### config.mk
export PLATFORM = sky130hd
export DESIGN_NAME = tpc_top
export DESIGN_NICKNAME = d
export VERILOG_FILES = /design/src/logic/tpc_pkg.sv /design/src/logic/tpc_timer.sv /design/src/logic/tpc_top.sv
export VERILOG_INCLUDE_DIRS = /design/src /design/src/logic
export SDC_FILE = /design/constraint.sdc
export NUM_CORES = 1
export LEC_CHECK = 0
export BUFFER_PORTS_ARGS = -buffer_cell sky130_fd_sc_hd__buf_2
export CAP_MARGIN = 15
export CORE_ASPECT_RATIO = 0.7
export CORE_UTILIZATION = 45
export CTS_CLUSTER_SIZE = 25
export DETAILED_ROUTE_END_ITERATION = 12
export PLACE_DENSITY_LB_ADDON = 0.3
export REMOVE_ABC_BUFFERS = 1
export SYNTH_ARGS = -nofsm -noshare
export SYNTH_HDL_FRONTEND = slang
export SYNTH_HIERARCHICAL = 1
export SYNTH_SLANG_ARGS = --single-unit
### constraint.sdc
create_clock -name ref_clk -period 10.5 [get_ports ref_clk]
set_clock_uncertainty 0.1 [all_clocks]
set_input_delay 1.05 -clock ref_clk [delete_from_list [all_inputs] [get_ports ref_clk]]
set_output_delay 1.05 -clock ref_clk [all_outputs]
set_load 0.02 [all_outputs]
### src/logic/tpc_cfg.svh
// constants for the timer/pwm configuration and pin routing block
// Overview of operation
// control bit 0 clear holds timer reset
// control bit 2 starts or stops counting
// bits 5:4 pick falling, rising, both edges
// bit 6 picks stop or edge interrupt
// bit 7 picks timer or pwm mode
// prescaler divides master clock by 2^n
// prescaler bit 5 picks pulse or square
// port A bits 0-2 route timer outputs
// port A bit 3 sets 7 or 8 bits
// port C bits 0-2 clear route timers
// port C bit 3 clear routes serial transmit
// pwm output falls at compare, holds low
// reload loads whenever counter restarts counting
// unused bits ignore writes, read zero
`ifndef TPC_CFG_SVH
`define TPC_CFG_SVH

// register byte offsets on the bus
`define TPC_OFS_T1_CTRL 8'h00
`define TPC_OFS_T1_PRESC 8'h04
`define TPC_OFS_T2_CTRL 8'h08
`define TPC_OFS_T2_PRESC 8'h0c
`define TPC_OFS_PA_ROUTE 8'h10
`define TPC_OFS_PC_ROUTE 8'h14
`define TPC_OFS_T1_RELOAD 8'h18
`define TPC_OFS_T1_COMPARE 8'h1c
`define TPC_OFS_T2_RELOAD 8'h20
`define TPC_OFS_T2_COMPARE 8'h24
`define TPC_OFS_IRQ_STAT 8'h28
`define TPC_OFS_IRQ_MASK 8'h2c
`define TPC_OFS_T_STATE 8'h30

// control register fields
`define TPC_CTL_RST_N 0
`define TPC_CTL_RUN 2
`define TPC_CTL_EDGE_LO 4
`define TPC_CTL_EDGE_HI 5
`define TPC_CTL_SRC 6
`define TPC_CTL_PWM 7
// prescale register fields
`define TPC_PRE_CODE_HI 4
`define TPC_PRE_SQUARE 5
// routing register fields
`define TPC_RT_T0 0
`define TPC_RT_T1 1
`define TPC_RT_T2 2
`define TPC_RT_B3 3

// writable bits of each register
`define TPC_MASK_CTRL 8'hf5
`define TPC_MASK_PRESC 8'h3f
`define TPC_MASK_ROUTE 8'h0f
`define TPC_MASK_IRQ 8'h03

// reset values
`define TPC_RST_CTRL 8'h00
`define TPC_RST_PRESC 8'h00
`define TPC_RST_PA 8'h00
`define TPC_RST_PC 8'h0f
`define TPC_RST_RELOAD 8'h00
`define TPC_RST_COMPARE 8'h80

// largest prescaler code, divide by 65536
`define TPC_DIV_CODE_MAX 5'h10

`endif

### src/logic/tpc_pkg.sv
// types shared by the timer/pwm configuration block
package tpc_pkg;
  // interrupt edge choices of the two-bit edge field
  typedef enum logic [1:0] {
    TPC_EDGE_FALL = 2'h0,
    TPC_EDGE_RISE = 2'h1,
    TPC_EDGE_BOTH = 2'h2,
    TPC_EDGE_RSVD = 2'h3
  } tpc_edge_type;
  // bus slave phase
  typedef enum logic {
    TPC_BUS_IDLE,
    TPC_BUS_ACK
  } tpc_bus_type;
endpackage : tpc_pkg

### src/logic/tpc_timer.sv
// one 8-bit timer/pwm channel with its power-of-two prescaler
`timescale 1ns/1ns
`include "tpc_cfg.svh"
module tpc_timer #(
  parameter int CNT_W = 8,
  parameter int PRE_W = 16
) (
  input wire logic clk,
  input wire logic rst_n,
  input wire logic ce,
  input wire logic soft_reset_n,
  input wire logic soft_run,
  input wire logic pwm_select,
  input wire logic square_wave_sel,
  input wire logic [4:0] clock_divider_code,
  input wire logic [CNT_W-1:0] reload,
  input wire logic [CNT_W-1:0] compare,
  output logic wave_q,
  output logic running_q,
  output logic stop_q,
  output logic [CNT_W-1:0] count_q
);
  localparam logic [CNT_W-1:0] CNT_MAX = {CNT_W{1'b1}};

  // low bits of the prescaler that must all be one for a tick
  function automatic logic [PRE_W-1:0] div_mask(input logic [4:0] code);
    logic [PRE_W-1:0] m;
    m = '0;
    for (int i = 0; i < PRE_W; i++) begin
      if (i < int'(code)) m[i] = 1'b1;
    end
    return m;
  endfunction

  logic [PRE_W-1:0] pre_q; // free prescaler count
  logic [PRE_W-1:0] mask; // active divider bits
  logic tick; // one counter step
  logic start; // run rising out of reset
  logic cnt_end; // counter at its turn point
  logic pwm_hi0; // pwm level at cycle start

  assign mask = div_mask(clock_divider_code);
  assign tick = running_q && ((pre_q & mask) == mask);
  assign start = soft_reset_n && soft_run && !running_q;
  assign cnt_end = pwm_select ? (count_q == CNT_MAX) : (count_q == compare);
  // compare of all ones stays high, below reload stays low
  assign pwm_hi0 = (compare == CNT_MAX) || (compare > reload);

  // prescaler, cleared whenever the counter is not running
  always_ff @(posedge clk or negedge rst_n) begin
    if (!rst_n) begin
      pre_q <= '0;
    end else if (ce) begin
      if (!running_q) pre_q <= '0;
      else pre_q <= pre_q + 1'b1;
    end
  end

  // run state and stop event
  always_ff @(posedge clk or negedge rst_n) begin
    if (!rst_n) begin
      running_q <= 1'b0;
      stop_q <= 1'b0;
    end else if (ce) begin
      running_q <= soft_reset_n && soft_run;
      stop_q <= running_q && !(soft_reset_n && soft_run);
    end
  end

  // counter and output waveform
  always_ff @(posedge clk or negedge rst_n) begin
    if (!rst_n) begin
      count_q <= '0;
      wave_q <= 1'b0;
    end else if (ce) begin
      if (!soft_reset_n) begin
        // held in internal reset
        count_q <= reload;
        wave_q <= 1'b0;
      end else if (start) begin
        count_q <= reload;
        wave_q <= pwm_select ? pwm_hi0 : wave_q;
      end else if (tick) begin
        if (cnt_end) begin
          count_q <= reload;
          if (pwm_select) wave_q <= pwm_hi0;
          else if (square_wave_sel) wave_q <= !wave_q;
          else wave_q <= 1'b1;
        end else begin
          count_q <= count_q + 1'b1;
          if (pwm_select) begin
            // falls at compare and stays low to the cycle end
            if ((count_q + 1'b1) == compare && compare != CNT_MAX)
              wave_q <= 1'b0;
          end else if (!square_wave_sel) begin
            wave_q <= 1'b0;
          end
        end
      end
    end
  end
endmodule // tpc_timer

### src/logic/tpc_top.sv
// timer/pwm configuration registers, two channels and pin routing
`timescale 1ns/1ns
`include "tpc_cfg.svh"
module tpc_top #(
  parameter int CNT_W = 8,
  parameter int PRE_W = 16
) (
  input wire logic ref_clk,
  input wire logic rst_b,
  input wire logic clk_en,
  // classic wishbone slave
  input wire logic wb_cyc_i,
  input wire logic wb_stb_i,
  input wire logic wb_we_i,
  input wire logic [7:0] wb_adr_i,
  input wire logic [3:0] wb_sel_i,
  input wire logic [31:0] wb_dat_i,
  output logic [31:0] wb_dat_o,
  output logic wb_ack_o,
  // first timer output from outside this block
  input wire logic timer_a_pin_out,
  // serial transmitter output
  input wire logic sci_tx_out,
  // general purpose port data and enables
  input wire logic [7:0] gpio_a_out,
  input wire logic [7:0] gpio_a_oe,
  input wire logic [3:0] gpio_c_out,
  input wire logic [3:0] gpio_c_oe,
  // port pins
  output logic [7:0] porta_pin_out,
  output logic [7:0] porta_pin_oe,
  output logic [3:0] portc_pin_out,
  output logic [3:0] portc_pin_oe,
  // channel outputs and interrupt
  output logic timer_b_wave_out,
  output logic timer_c_wave_out,
  output logic irq_q
);
  // reset release synchroniser
  logic rst_meta_q;
  logic rst_sync_q;

  always_ff @(posedge ref_clk or negedge rst_b) begin
    if (!rst_b) begin
      rst_meta_q <= 1'b0;
      rst_sync_q <= 1'b0;
    end else begin
      rst_meta_q <= 1'b1;
      rst_sync_q <= rst_meta_q;
    end
  end

  // configuration registers
  logic [7:0] t1_ctrl_q; // timer1 control
  logic [7:0] t1_presc_q; // timer1 prescale and wave
  logic [7:0] t2_ctrl_q; // timer2 control
  logic [7:0] t2_presc_q; // timer2 prescale and wave
  logic [7:0] pa_route_q; // port a routing
  logic [7:0] pc_route_q; // port c routing
  logic [CNT_W-1:0] t1_reload_q; // timer1 reload
  logic [CNT_W-1:0] t1_compare_q; // timer1 compare
  logic [CNT_W-1:0] t2_reload_q; // timer2 reload
  logic [CNT_W-1:0] t2_compare_q; // timer2 compare
  logic [1:0] irq_stat_q; // sticky events
  logic [1:0] irq_mask_q; // event enables
  tpc_pkg::tpc_bus_type bus_q; // slave phase

  // named fields
  wire t1_soft_reset_n = t1_ctrl_q[`TPC_CTL_RST_N];
  wire t1_soft_run = t1_ctrl_q[`TPC_CTL_RUN];
  wire [1:0] t1_irq_edge_sel = t1_ctrl_q[`TPC_CTL_EDGE_HI:`TPC_CTL_EDGE_LO];
  wire t1_irq_source_sel = t1_ctrl_q[`TPC_CTL_SRC];
  wire t1_pwm_select = t1_ctrl_q[`TPC_CTL_PWM];
  wire [4:0] t1_clock_divider_code = t1_presc_q[`TPC_PRE_CODE_HI:0];
  wire t1_square_wave_sel = t1_presc_q[`TPC_PRE_SQUARE];
  wire t2_soft_reset_n = t2_ctrl_q[`TPC_CTL_RST_N];
  wire t2_soft_run = t2_ctrl_q[`TPC_CTL_RUN];
  wire [1:0] t2_irq_edge_sel = t2_ctrl_q[`TPC_CTL_EDGE_HI:`TPC_CTL_EDGE_LO];
  wire t2_irq_source_sel = t2_ctrl_q[`TPC_CTL_SRC];
  wire t2_pwm_select = t2_ctrl_q[`TPC_CTL_PWM];
  wire [4:0] t2_clock_divider_code = t2_presc_q[`TPC_PRE_CODE_HI:0];
  wire t2_square_wave_sel = t2_presc_q[`TPC_PRE_SQUARE];
  wire porta_pin1_timer_route = pa_route_q[`TPC_RT_T0];
  wire porta_pin2_timer_route = pa_route_q[`TPC_RT_T1];
  wire porta_pin3_timer_route = pa_route_q[`TPC_RT_T2];
  wire porta_width_sel = pa_route_q[`TPC_RT_B3];
  wire portc_pin1_gpio_sel = pc_route_q[`TPC_RT_T0];
  wire portc_pin2_gpio_sel = pc_route_q[`TPC_RT_T1];
  wire portc_pin3_gpio_sel = pc_route_q[`TPC_RT_T2];
  wire portc_pin4_gpio_sel = pc_route_q[`TPC_RT_B3];

  // prescaler codes above the largest divide as the largest
  function automatic logic [4:0] clamp_code(input logic [7:0] v);
    logic [4:0] c;
    c = v[`TPC_PRE_CODE_HI:0];
    if (c > `TPC_DIV_CODE_MAX) c = `TPC_DIV_CODE_MAX;
    return c;
  endfunction

  // pick the interrupt event from source and edge fields
  function automatic logic irq_event(input logic src, input logic [1:0] sel,
                                     input logic rise, input logic fall,
                                     input logic stop);
    logic e;
    e = 1'b0;
    if (!src) begin
      e = stop;
    end else begin
      unique case (tpc_pkg::tpc_edge_type'(sel))
        tpc_pkg::TPC_EDGE_FALL: e = fall;
        tpc_pkg::TPC_EDGE_RISE: e = rise;
        tpc_pkg::TPC_EDGE_BOTH: e = rise | fall;
        tpc_pkg::TPC_EDGE_RSVD: e = 1'b0;
      endcase
    end
    return e;
  endfunction

  // bus decode
  logic bus_req; // request waiting for its answer
  logic bus_wr; // write taken this cycle
  logic [7:0] wdat; // low write byte
  assign bus_req = wb_cyc_i && wb_stb_i && (bus_q == tpc_pkg::TPC_BUS_IDLE);
  assign bus_wr = bus_req && wb_we_i && wb_sel_i[0];
  assign wdat = wb_dat_i[7:0];

  // one cycle answer, dropped the cycle after
  always_ff @(posedge ref_clk or negedge rst_sync_q) begin
    if (!rst_sync_q) begin
      bus_q <= tpc_pkg::TPC_BUS_IDLE;
      wb_ack_o <= 1'b0;
    end else if (clk_en) begin
      if (bus_req) begin
        bus_q <= tpc_pkg::TPC_BUS_ACK;
        wb_ack_o <= 1'b1;
      end else begin
        bus_q <= tpc_pkg::TPC_BUS_IDLE;
        wb_ack_o <= 1'b0;
      end
    end
  end

  // timer control and prescale registers
  always_ff @(posedge ref_clk or negedge rst_sync_q) begin
    if (!rst_sync_q) begin
      t1_ctrl_q <= `TPC_RST_CTRL;
      t1_presc_q <= `TPC_RST_PRESC;
      t2_ctrl_q <= `TPC_RST_CTRL;
      t2_presc_q <= `TPC_RST_PRESC;
    end else if (clk_en && bus_wr) begin
      unique case (wb_adr_i)
        `TPC_OFS_T1_CTRL: t1_ctrl_q <= wdat & `TPC_MASK_CTRL;
        `TPC_OFS_T1_PRESC: t1_presc_q <= wdat & `TPC_MASK_PRESC;
        `TPC_OFS_T2_CTRL: t2_ctrl_q <= wdat & `TPC_MASK_CTRL;
        `TPC_OFS_T2_PRESC: t2_presc_q <= wdat & `TPC_MASK_PRESC;
        default: ;
      endcase
    end
  end

  // routing registers
  always_ff @(posedge ref_clk or negedge rst_sync_q) begin
    if (!rst_sync_q) begin
      pa_route_q <= `TPC_RST_PA;
      pc_route_q <= `TPC_RST_PC;
    end else if (clk_en && bus_wr) begin
      if (wb_adr_i == `TPC_OFS_PA_ROUTE)
        pa_route_q <= wdat & `TPC_MASK_ROUTE;
      if (wb_adr_i == `TPC_OFS_PC_ROUTE)
        pc_route_q <= wdat & `TPC_MASK_ROUTE;
    end
  end

  // reload and compare values
  always_ff @(posedge ref_clk or negedge rst_sync_q) begin
    if (!rst_sync_q) begin
      t1_reload_q <= `TPC_RST_RELOAD;
      t1_compare_q <= `TPC_RST_COMPARE;
      t2_reload_q <= `TPC_RST_RELOAD;
      t2_compare_q <= `TPC_RST_COMPARE;
    end else if (clk_en && bus_wr) begin
      unique case (wb_adr_i)
        `TPC_OFS_T1_RELOAD: t1_reload_q <= wdat;
        `TPC_OFS_T1_COMPARE: t1_compare_q <= wdat;
        `TPC_OFS_T2_RELOAD: t2_reload_q <= wdat;
        `TPC_OFS_T2_COMPARE: t2_compare_q <= wdat;
        default: ;
      endcase
    end
  end

  // the two channels
  logic t1_wave;
  logic t1_run;
  logic t1_stop;
  logic [CNT_W-1:0] t1_count;
  logic t2_wave;
  logic t2_run;
  logic t2_stop;
  logic [CNT_W-1:0] t2_count;

  tpc_timer #(.CNT_W(CNT_W), .PRE_W(PRE_W)) u_t1 (
    .clk(ref_clk),
    .rst_n(rst_sync_q),
    .ce(clk_en),
    .soft_reset_n(t1_soft_reset_n),
    .soft_run(t1_soft_run),
    .pwm_select(t1_pwm_select),
    .square_wave_sel(t1_square_wave_sel),
    .clock_divider_code(clamp_code(t1_presc_q)),
    .reload(t1_reload_q),
    .compare(t1_compare_q),
    .wave_q(t1_wave),
    .running_q(t1_run),
    .stop_q(t1_stop),
    .count_q(t1_count)
  );

  tpc_timer #(.CNT_W(CNT_W), .PRE_W(PRE_W)) u_t2 (
    .clk(ref_clk),
    .rst_n(rst_sync_q),
    .ce(clk_en),
    .soft_reset_n(t2_soft_reset_n),
    .soft_run(t2_soft_run),
    .pwm_select(t2_pwm_select),
    .square_wave_sel(t2_square_wave_sel),
    .clock_divider_code(clamp_code(t2_presc_q)),
    .reload(t2_reload_q),
    .compare(t2_compare_q),
    .wave_q(t2_wave),
    .running_q(t2_run),
    .stop_q(t2_stop),
    .count_q(t2_count)
  );

  // edge detection on the channel waves
  logic [1:0] wave_prev_q;
  logic [1:0] ev;

  always_ff @(posedge ref_clk or negedge rst_sync_q) begin
    if (!rst_sync_q) wave_prev_q <= 2'h0;
    else if (clk_en) wave_prev_q <= {t2_wave, t1_wave};
  end

  assign ev[0] = irq_event(t1_irq_source_sel, t1_irq_edge_sel,
                           t1_wave & ~wave_prev_q[0],
                           ~t1_wave & wave_prev_q[0], t1_stop);
  assign ev[1] = irq_event(t2_irq_source_sel, t2_irq_edge_sel,
                           t2_wave & ~wave_prev_q[1],
                           ~t2_wave & wave_prev_q[1], t2_stop);

  // sticky status, write one clears, a new event wins
  always_ff @(posedge ref_clk or negedge rst_sync_q) begin
    if (!rst_sync_q) begin
      irq_stat_q <= 2'h0;
      irq_mask_q <= 2'h0;
      irq_q <= 1'b0;
    end else if (clk_en) begin
      if (bus_wr && wb_adr_i == `TPC_OFS_IRQ_STAT)
        irq_stat_q <= (irq_stat_q & ~wdat[1:0]) | ev;
      else
        irq_stat_q <= irq_stat_q | ev;
      if (bus_wr && wb_adr_i == `TPC_OFS_IRQ_MASK)
        irq_mask_q <= wdat[1:0];
      irq_q <= |(irq_stat_q & irq_mask_q);
    end
  end

  // read data, unmapped offsets read zero
  always_ff @(posedge ref_clk or negedge rst_sync_q) begin
    if (!rst_sync_q) begin
      wb_dat_o <= 32'h0;
    end else if (clk_en && bus_req) begin
      unique case (wb_adr_i)
        `TPC_OFS_T1_CTRL: wb_dat_o <= {24'h0, t1_ctrl_q};
        `TPC_OFS_T1_PRESC: wb_dat_o <= {24'h0, t1_presc_q};
        `TPC_OFS_T2_CTRL: wb_dat_o <= {24'h0, t2_ctrl_q};
        `TPC_OFS_T2_PRESC: wb_dat_o <= {24'h0, t2_presc_q};
        `TPC_OFS_PA_ROUTE: wb_dat_o <= {24'h0, pa_route_q};
        `TPC_OFS_PC_ROUTE: wb_dat_o <= {24'h0, pc_route_q};
        `TPC_OFS_T1_RELOAD: wb_dat_o <= 32'(t1_reload_q);
        `TPC_OFS_T1_COMPARE: wb_dat_o <= 32'(t1_compare_q);
        `TPC_OFS_T2_RELOAD: wb_dat_o <= 32'(t2_reload_q);
        `TPC_OFS_T2_COMPARE: wb_dat_o <= 32'(t2_compare_q);
        `TPC_OFS_IRQ_STAT: wb_dat_o <= {30'h0, irq_stat_q};
        `TPC_OFS_IRQ_MASK: wb_dat_o <= {30'h0, irq_mask_q};
        // run and reset-released state, then counts
        `TPC_OFS_T_STATE: wb_dat_o <= {8'h0, 8'(t2_count), 8'(t1_count),
                                       2'h0, t2_soft_reset_n, t2_run,
                                       2'h0, t1_soft_reset_n, t1_run};
        default: wb_dat_o <= 32'h0;
      endcase
    end
  end

  // pin multiplexing, timers float while held in reset
  always_ff @(posedge ref_clk or negedge rst_sync_q) begin
    if (!rst_sync_q) begin
      porta_pin_out <= 8'h0;
      porta_pin_oe <= 8'h0;
      portc_pin_out <= 4'h0;
      portc_pin_oe <= 4'h0;
      timer_b_wave_out <= 1'b0;
      timer_c_wave_out <= 1'b0;
    end else if (clk_en) begin
      timer_b_wave_out <= t1_wave;
      timer_c_wave_out <= t2_wave;
      porta_pin_out <= gpio_a_out;
      porta_pin_oe <= gpio_a_oe;
      if (porta_pin1_timer_route) begin
        porta_pin_out[1] <= timer_a_pin_out;
        porta_pin_oe[1] <= 1'b1;
      end
      if (porta_pin2_timer_route) begin
        porta_pin_out[2] <= t1_wave;
        porta_pin_oe[2] <= t1_soft_reset_n;
      end
      if (porta_pin3_timer_route) begin
        porta_pin_out[3] <= t2_wave;
        porta_pin_oe[3] <= t2_soft_reset_n;
      end
      // a seven-bit port leaves the top pin undriven
      if (!porta_width_sel) begin
        porta_pin_out[7] <= 1'b0;
        porta_pin_oe[7] <= 1'b0;
      end
      portc_pin_out <= gpio_c_out;
      portc_pin_oe <= gpio_c_oe;
      if (!portc_pin1_gpio_sel) begin
        portc_pin_out[0] <= timer_a_pin_out;
        portc_pin_oe[0] <= 1'b1;
      end
      if (!portc_pin2_gpio_sel) begin
        portc_pin_out[1] <= t1_wave;
        portc_pin_oe[1] <= t1_soft_reset_n;
      end
      if (!portc_pin3_gpio_sel) begin
        portc_pin_out[2] <= t2_wave;
        portc_pin_oe[2] <= t2_soft_reset_n;
      end
      if (!portc_pin4_gpio_sel) begin
        portc_pin_out[3] <= sci_tx_out;
        portc_pin_oe[3] <= 1'b1;
      end
    end
  end
endmodule // tpc_top

# Yosys cells after proc, flatten, opt, wreduce, memory -nomap -nowiden
# Index checks and enable logic that the tools add are counted.
[op_classes]
eq_ne = 38
n_bitwise = 18
n_lt_le_gt_ge = 36
add_sub_neg = 4
n_mux = 89
n_reduce_logical = 45
[op_table]
columns = ["operator", "n"]
rows = [
  ["24-bit case mux with 13 select lines", 1],
  ["4-bit by 5-bit less-than comparator with 1-bit output, first input constant", 16],
  ["1-bit two-way mux", 73],
  ["8-bit two-way mux", 8],
  ["8-bit by 6-bit equality test with 1-bit output, second input constant", 5],
  ["3-bit by 5-bit less-than comparator with 1-bit output, first input constant", 8],
  ["16-bit by 1-bit adder with 16-bit output, second input constant", 2],
  ["16-bit AND", 2],
  ["16-bit equality test", 2],
  ["8-bit by 5-bit equality test with 1-bit output, second input constant", 4],
  ["8-bit equality test", 4],
  ["8-bit equality test, second input constant", 4],
  ["16-bit two-way mux", 2],
  ["2-bit AND reduction", 13],
  ["1-bit by 5-bit less-than comparator with 1-bit output, first input constant", 4],
  ["2-bit by 5-bit less-than comparator with 1-bit output, first input constant", 4],
  ["1-bit logical AND", 18],
  ["8-bit by 1-bit adder with 8-bit output, second input constant", 2],
  ["8-bit by 4-bit equality test with 1-bit output, second input constant", 2],
  ["8-bit greater-than comparator", 2],
  ["8-bit != test, second input constant", 2],
  ["5-bit greater-than comparator, second input constant", 2],
  ["5-bit two-way mux", 2],
  ["5-bit by 2-bit != test with 1-bit output, second input constant", 2],
  ["other kinds (20)", 46],
]
[word_totals]
in_bits = 76
wordCells = 264
out_inout_bits = 60
regBits = 186

# Longest topological paths before layout
[logic_depth]
depth_word = 10
ltp_mapped = 10
mapped_depth_nobuf = 9

# Hierarchy
# Netlist, hierarchy kept.
[by_module_without_submodules]
columns = ["mod", "area_each_um2", "cells_per_inst", "seq_area_each_um2", "instances"]
rows = [
  ["tpc_top", 5699.2, 468, 3060.4, 1],
  ["tpc_timer", 2158.3, 270, 675.6, 2],
]

# Least setup slack after synthesis
# OpenSTA, ideal clock, no wires.
[synth_path]
path_type = "input-to-reg"
from = "in wb_adr_i[5]"
to = "reg t1_ctrl_q[2]"
setup_ns = 0.125
n_path_buf = 1
arrival_time_ns = 2.475
t_required_ns = 10.275
stages = 5
path_slack_ns = 7.800
path_cell_list = "buf_2 -> nor4_2 -> nand2_1 -> nor2_4 -> mux2_2"
[synth_via]
elab_chain_len = 2
[synth_lines]
columns = ["item", "line", "rtl"]
rows = [
  ["start, declared", "tpc_top.sv:15", "input wire logic [7:0] wb_adr_i,"],
  ["8-bit logical NOT", "tpc_top.sv:151", "unique case (wb_adr_i)"],
  ["2-bit AND reduction (no source line)", "-", ""],
  ["end signal, assigned", "tpc_top.sv:146", "t1_ctrl_q <= `TPC_RST_CTRL;"],
  ["end signal, assigned", "tpc_top.sv:152", "`TPC_OFS_T1_CTRL: t1_ctrl_q <= wdat & `TPC_MASK_CTRL;"],
  ["end, declared", "tpc_top.sv:54", "logic [7:0] t1_ctrl_q;"],
]
# No other way between the ends.
# A chain may end at the register's enable or synchronous reset.

# Final worst setup path
[layout_path]
from = "reg t1_presc_q[4]"
to = "reg u_t1.wave_q"
[layout_via]
elab_chain_len = 9
word_cells_on_any_way = 40
cone_classes = "17 x order compare; 3 x eq/ne; 17 x mux; 1 x bitwise; 2 x reduce/logical"
[layout_lines]
columns = ["item", "line", "rtl"]
rows = [
  ["start, declared", "tpc_top.sv:55", "logic [7:0] t1_presc_q;"],
  ["start signal, assigned", "tpc_top.sv:147", "t1_presc_q <= `TPC_RST_PRESC;"],
  ["start signal, assigned", "tpc_top.sv:153", "`TPC_OFS_T1_PRESC: t1_presc_q <= wdat & `TPC_MASK_PRESC;"],
  ["5-bit greater-than comparator (no source line)", "-", ""],
  ["5-bit two-way mux (*)", "tpc_top.sv:96", "if (c > `TPC_DIV_CODE_MAX) c = `TPC_DIV_CODE_MAX;"],
  ["1-bit by 5-bit less-than comparator with 1-bit output (tied with other cells)", "tpc_timer.sv:30", "if (i < int'(code)) m[i] = 1'b1;"],
  ["1-bit two-way mux", "tpc_timer.sv:30", ""],
  ["16-bit AND", "tpc_timer.sv:43", "assign tick = running_q && ((pre_q & mask) == mask);"],
  ["16-bit equality test (*)", "tpc_timer.sv:43", ""],
  ["1-bit logical AND (*)", "tpc_timer.sv:43", ""],
  ["5-bit != test (no source line) or 3-bit by 1-bit != test with 1-bit output (tied branches)", "-", ""],
  ["5-bit AND reduction (no source line) (*)", "-", ""],
  ["end signal, assigned", "tpc_timer.sv:82", "wave_q <= pwm_select ? pwm_hi0 : wave_q;"],
  ["end signal, assigned", "tpc_timer.sv:86", "if (pwm_select) wave_q <= pwm_hi0;"],
  ["end signal, assigned", "tpc_timer.sv:87", "else if (square_wave_sel) wave_q <= !wave_q;"],
  ["end, declared", "tpc_timer.sv:18", "output logic wave_q,"],
]
# Every way passes the cells marked *; elsewhere a longest branch is shown, timed or not.

==> reports/qor.csv <==
stage,metric,value,unit
finish,final_cell_mix,"169 x dfrtp_1, 100 x buf_2, 85 x mux2_2",
detailed_routing,post-route-drc-count,0,
worst_hold_path,hold_class,reg -> reg,
detailed_routing,antenna_left,0,
setup_path,critPathKind,reg -> reg,
global_routing,grt_pass1_wl,42600,um
detailed_routing,first_iter_violations,818,
clock_tree,cts.sinks,176,
synthesis,postSynthCellCount,1008,
placed_design,io_buffers,100,
synthesis,synthArstFlopShare,100,%
global_routing,grt_pass1_vias,7533,
pwr,switchingPower,0.377,mW
setup_path,max_stage_delay,0.71,ns
flow_run,max_cap_viol_count,0,
timing,finalCritPeriodShare,30.1,%
pwr,p_leak,4.92,nW
synthesis,ys_seq_elements,176,
synthesis,ys_seq_area_share,44.0,%
pwr,intPower,1.12,mW
die,io_pins,136,
pwr,combPwrFrac,7.7,%
clock_tree,clk_latency,0.45,ns
timing,slew_violations,0,
detailed_routing,routedWlPerCell,19.3,um
detailed_routing,viasPerCell,5.87,
finish,final_cell_area,0.0113,mm^2
finish,n_antenna_cell,0,
finish,layout.nets,1190,
setup_path,cp_max_fo,17,
synthesis,avgSynthCellArea,9.94,um^2
timing,fmax,316,MHz
setup_path,crit_chain,nor2b_1 -> o21ai_0 -> a21oi_1 -> a2111oi_0 -> nand4_1 -> a21oi_2 -> o221ai_2 -> mux2_4,
timing,rsz0062_at_grt,no,
finish,top_register,wb_dat_o,
global_routing,grt_start_max_net_pins,74,
die,core,0.0217,mm^2
clock_tree,ctsResizeCount,0,
detailed_routing,wl,26800,um
clock_tree,cts-root-buf,clkbuf_16,
timing,setup_viol,0,
pwr,p_per_area,132,mW/mm^2
timing,fin_crit,3.16,ns
finish,drive_gt1_share,23.4,%
setup_path,arrival,3.39,ns
synthesis,yosysWarnings,6,
global_routing,antenna_found_initial,0,
synthesis,syn_area,0.0100,mm^2
clock_tree,post_cts.repair.setup_buffers,0,
clock_tree,cts_buffer_depth,2,
clock_tree,postCtsHoldBufs,0,
detailed_routing,vias,8136,
placed_design,postPlaceCellArea,0.0107,mm^2
finish,reg.largest.list,"wb_dat_o (24), u_t1/pre_q (16), u_t2/pre_q (16)",
global_routing,grt_overflow,0,
pwr,vdd_ir_drop_max,0.000112,V
timing,hold_viol,0,
timing,worst_pin_slew,1.02,ns
die,die-area,0.0229,mm^2
placed_design,globalplace.congestion,0.947,
setup_path,start_kind,flip-flop,
pwr,seq_power_share,47.9,%
finish,final_common_cell,dfrtp_1,
pwr,p_clk_share,44.5,%
setup_path,critPathSlowestCell,a21oi_2,
clock_tree,cts_tree,built,
die,rows,45,
timing,fin_setup_tns,0,ns
synthesis,synth-edff-count,0,
synthesis,yosysUniqueCellTypes,75,
die,dieHeight,127,um
clock_tree,cts_made_buffers,17,
clock_tree,clk_pin_slew,0.07,ns
global_routing,groute.usage.overall,24.2,%
setup_path,worstPathRequired,10.73,ns
finish,largest_reg_flops,24,
synthesis,synth-main-ff-cell,dfrtp_1,
pwr,swShare,25.3,%
die,die_w,180,um
setup_path,cp-end-kind,flip-flop,
placed_design,detailed_place_hpwl,18800,um
clock_tree,cts_max_level,4,
pwr,power.total,1.49,mW
finish,area_growth,12.6,%
outcome,status,"finished, final reports clean",
timing,slew_headroom,31.1,%
detailed_routing,dr.pass1.iters,5,
die,initial_core_util,46.1,%
Yosys cell counts (all sizes together) (7+ instances only):
library cell	n	share of area [%]
a21oi	65	3.3
a22o	19	1.7
a22oi	9	0.67
a31oi	10	0.62
and3	11	0.69
buf	33	2.1
clkbuf	17	0.64
dfrtp	170	42
ha	24	3.0
inv	43	1.6
mux2	87	9.9
mux2i	30	3.0
nand2	72	2.7
nand2b	11	0.69
nand3	50	2.5
nand4	29	1.8
nor2	76	3.2
nor2b	31	1.9
nor3	15	1.1
o21ai	59	2.9
o31a	9	0.79
or3	7	0.44
xnor2	12	1.0
xor2	18	1.7
metrics by stage:
step           setup slack, ns  hold WS, ns  cells  utilization (%)
6_report                  7.34        0.255   1385             51.9
5_1_grt                   7.08        0.261   1385             51.9
3_3_place_gp              7.10        0.241   1353             49.1
3_5_place_dp              7.12        0.238   1353             49.1
2_1_floorplan             5.14        0.231    965                -
4_1_cts                   7.38        0.252   1385             51.9
cell type report:
type                       instances  area (um^2)
fill                            2010        10500
multi-input combinational        746         5200
sequential                       176         4420
timing repair buffer             106          546
clock buffer                      21          450
tap                              282          353
inverter                          43          161
clock inverter                    11          154
critical path: cells and delay by family, from the launching register on:
| kind | cells | cell delay (ns) |
|---|---|---|
| flip-flops | 1 | 0.53 |
| AND/OR/NAND/NOR | 2 | 0.49 |
| AO/OA/AOI/OAI | 5 | 1.59 |
| multiplexers | 1 | 0.33 |
power groups by stage:
stage               clock [mW]  combinational (mW)  sequential, mW
floorplan                    0              0.0489           0.737
global placement             0               0.112           0.726
detailed placement           0               0.114           0.726
CTS                      0.681               0.114           0.714
global route             0.703               0.125           0.716
finish                   0.663               0.115           0.714
cells by family after synthesis:
| group | synth area share, % |
|---|---|
| other | 0.0750 |
| AO/OA/AOI/OAI | 14.6 |
| flip-flops | 44.0 |
| multiplexers | 13.1 |
| XOR/XNOR | 2.77 |
| AND/OR/NAND/NOR | 18.2 |
| adder cells (fa/ha/maj) | 3.00 |
| buffers and inverters | 4.31 |
metal layers:
layer	up-vias	wire length [um]	global-route usage, %	share of wire [%]
met3	23	2020	5.60	7.5
met1	3988	13500	37.4	50
met5	-	0	0	0
met4	0	344	6.89	1.3
li1	3815	-	-	-
met2	310	11000	33.1	41
path summary, 6_finish.rpt:
kind	endpoint	cells past startpoint	startpoint	slack (ns)
min	rst_sync_q$_DFF_PN0_	0	rst_meta_q$_DFF_PN0_	0.25
min reg2reg	rst_sync_q$_DFF_PN0_	0	rst_meta_q$_DFF_PN0_	0.25
max	u_t1/wave_q$_DFFE_PN0P_	8	t1_presc_q[4]$_DFFE_PN0P_	7.34
max in group asynchronous	portc_pin_out[0]$_DFFE_PN0P_	1	rst_sync_q$_DFF_PN0_	8.65
max reg2reg	u_t1/wave_q$_DFFE_PN0P_	8	t1_presc_q[4]$_DFFE_PN0P_	7.34
min in group asynchronous	wb_dat_o[21]$_DFFE_PN0P_	0	rst_sync_q$_DFF_PN0_	0.26
Note: power is estimated with default switching activity, not from simulation.
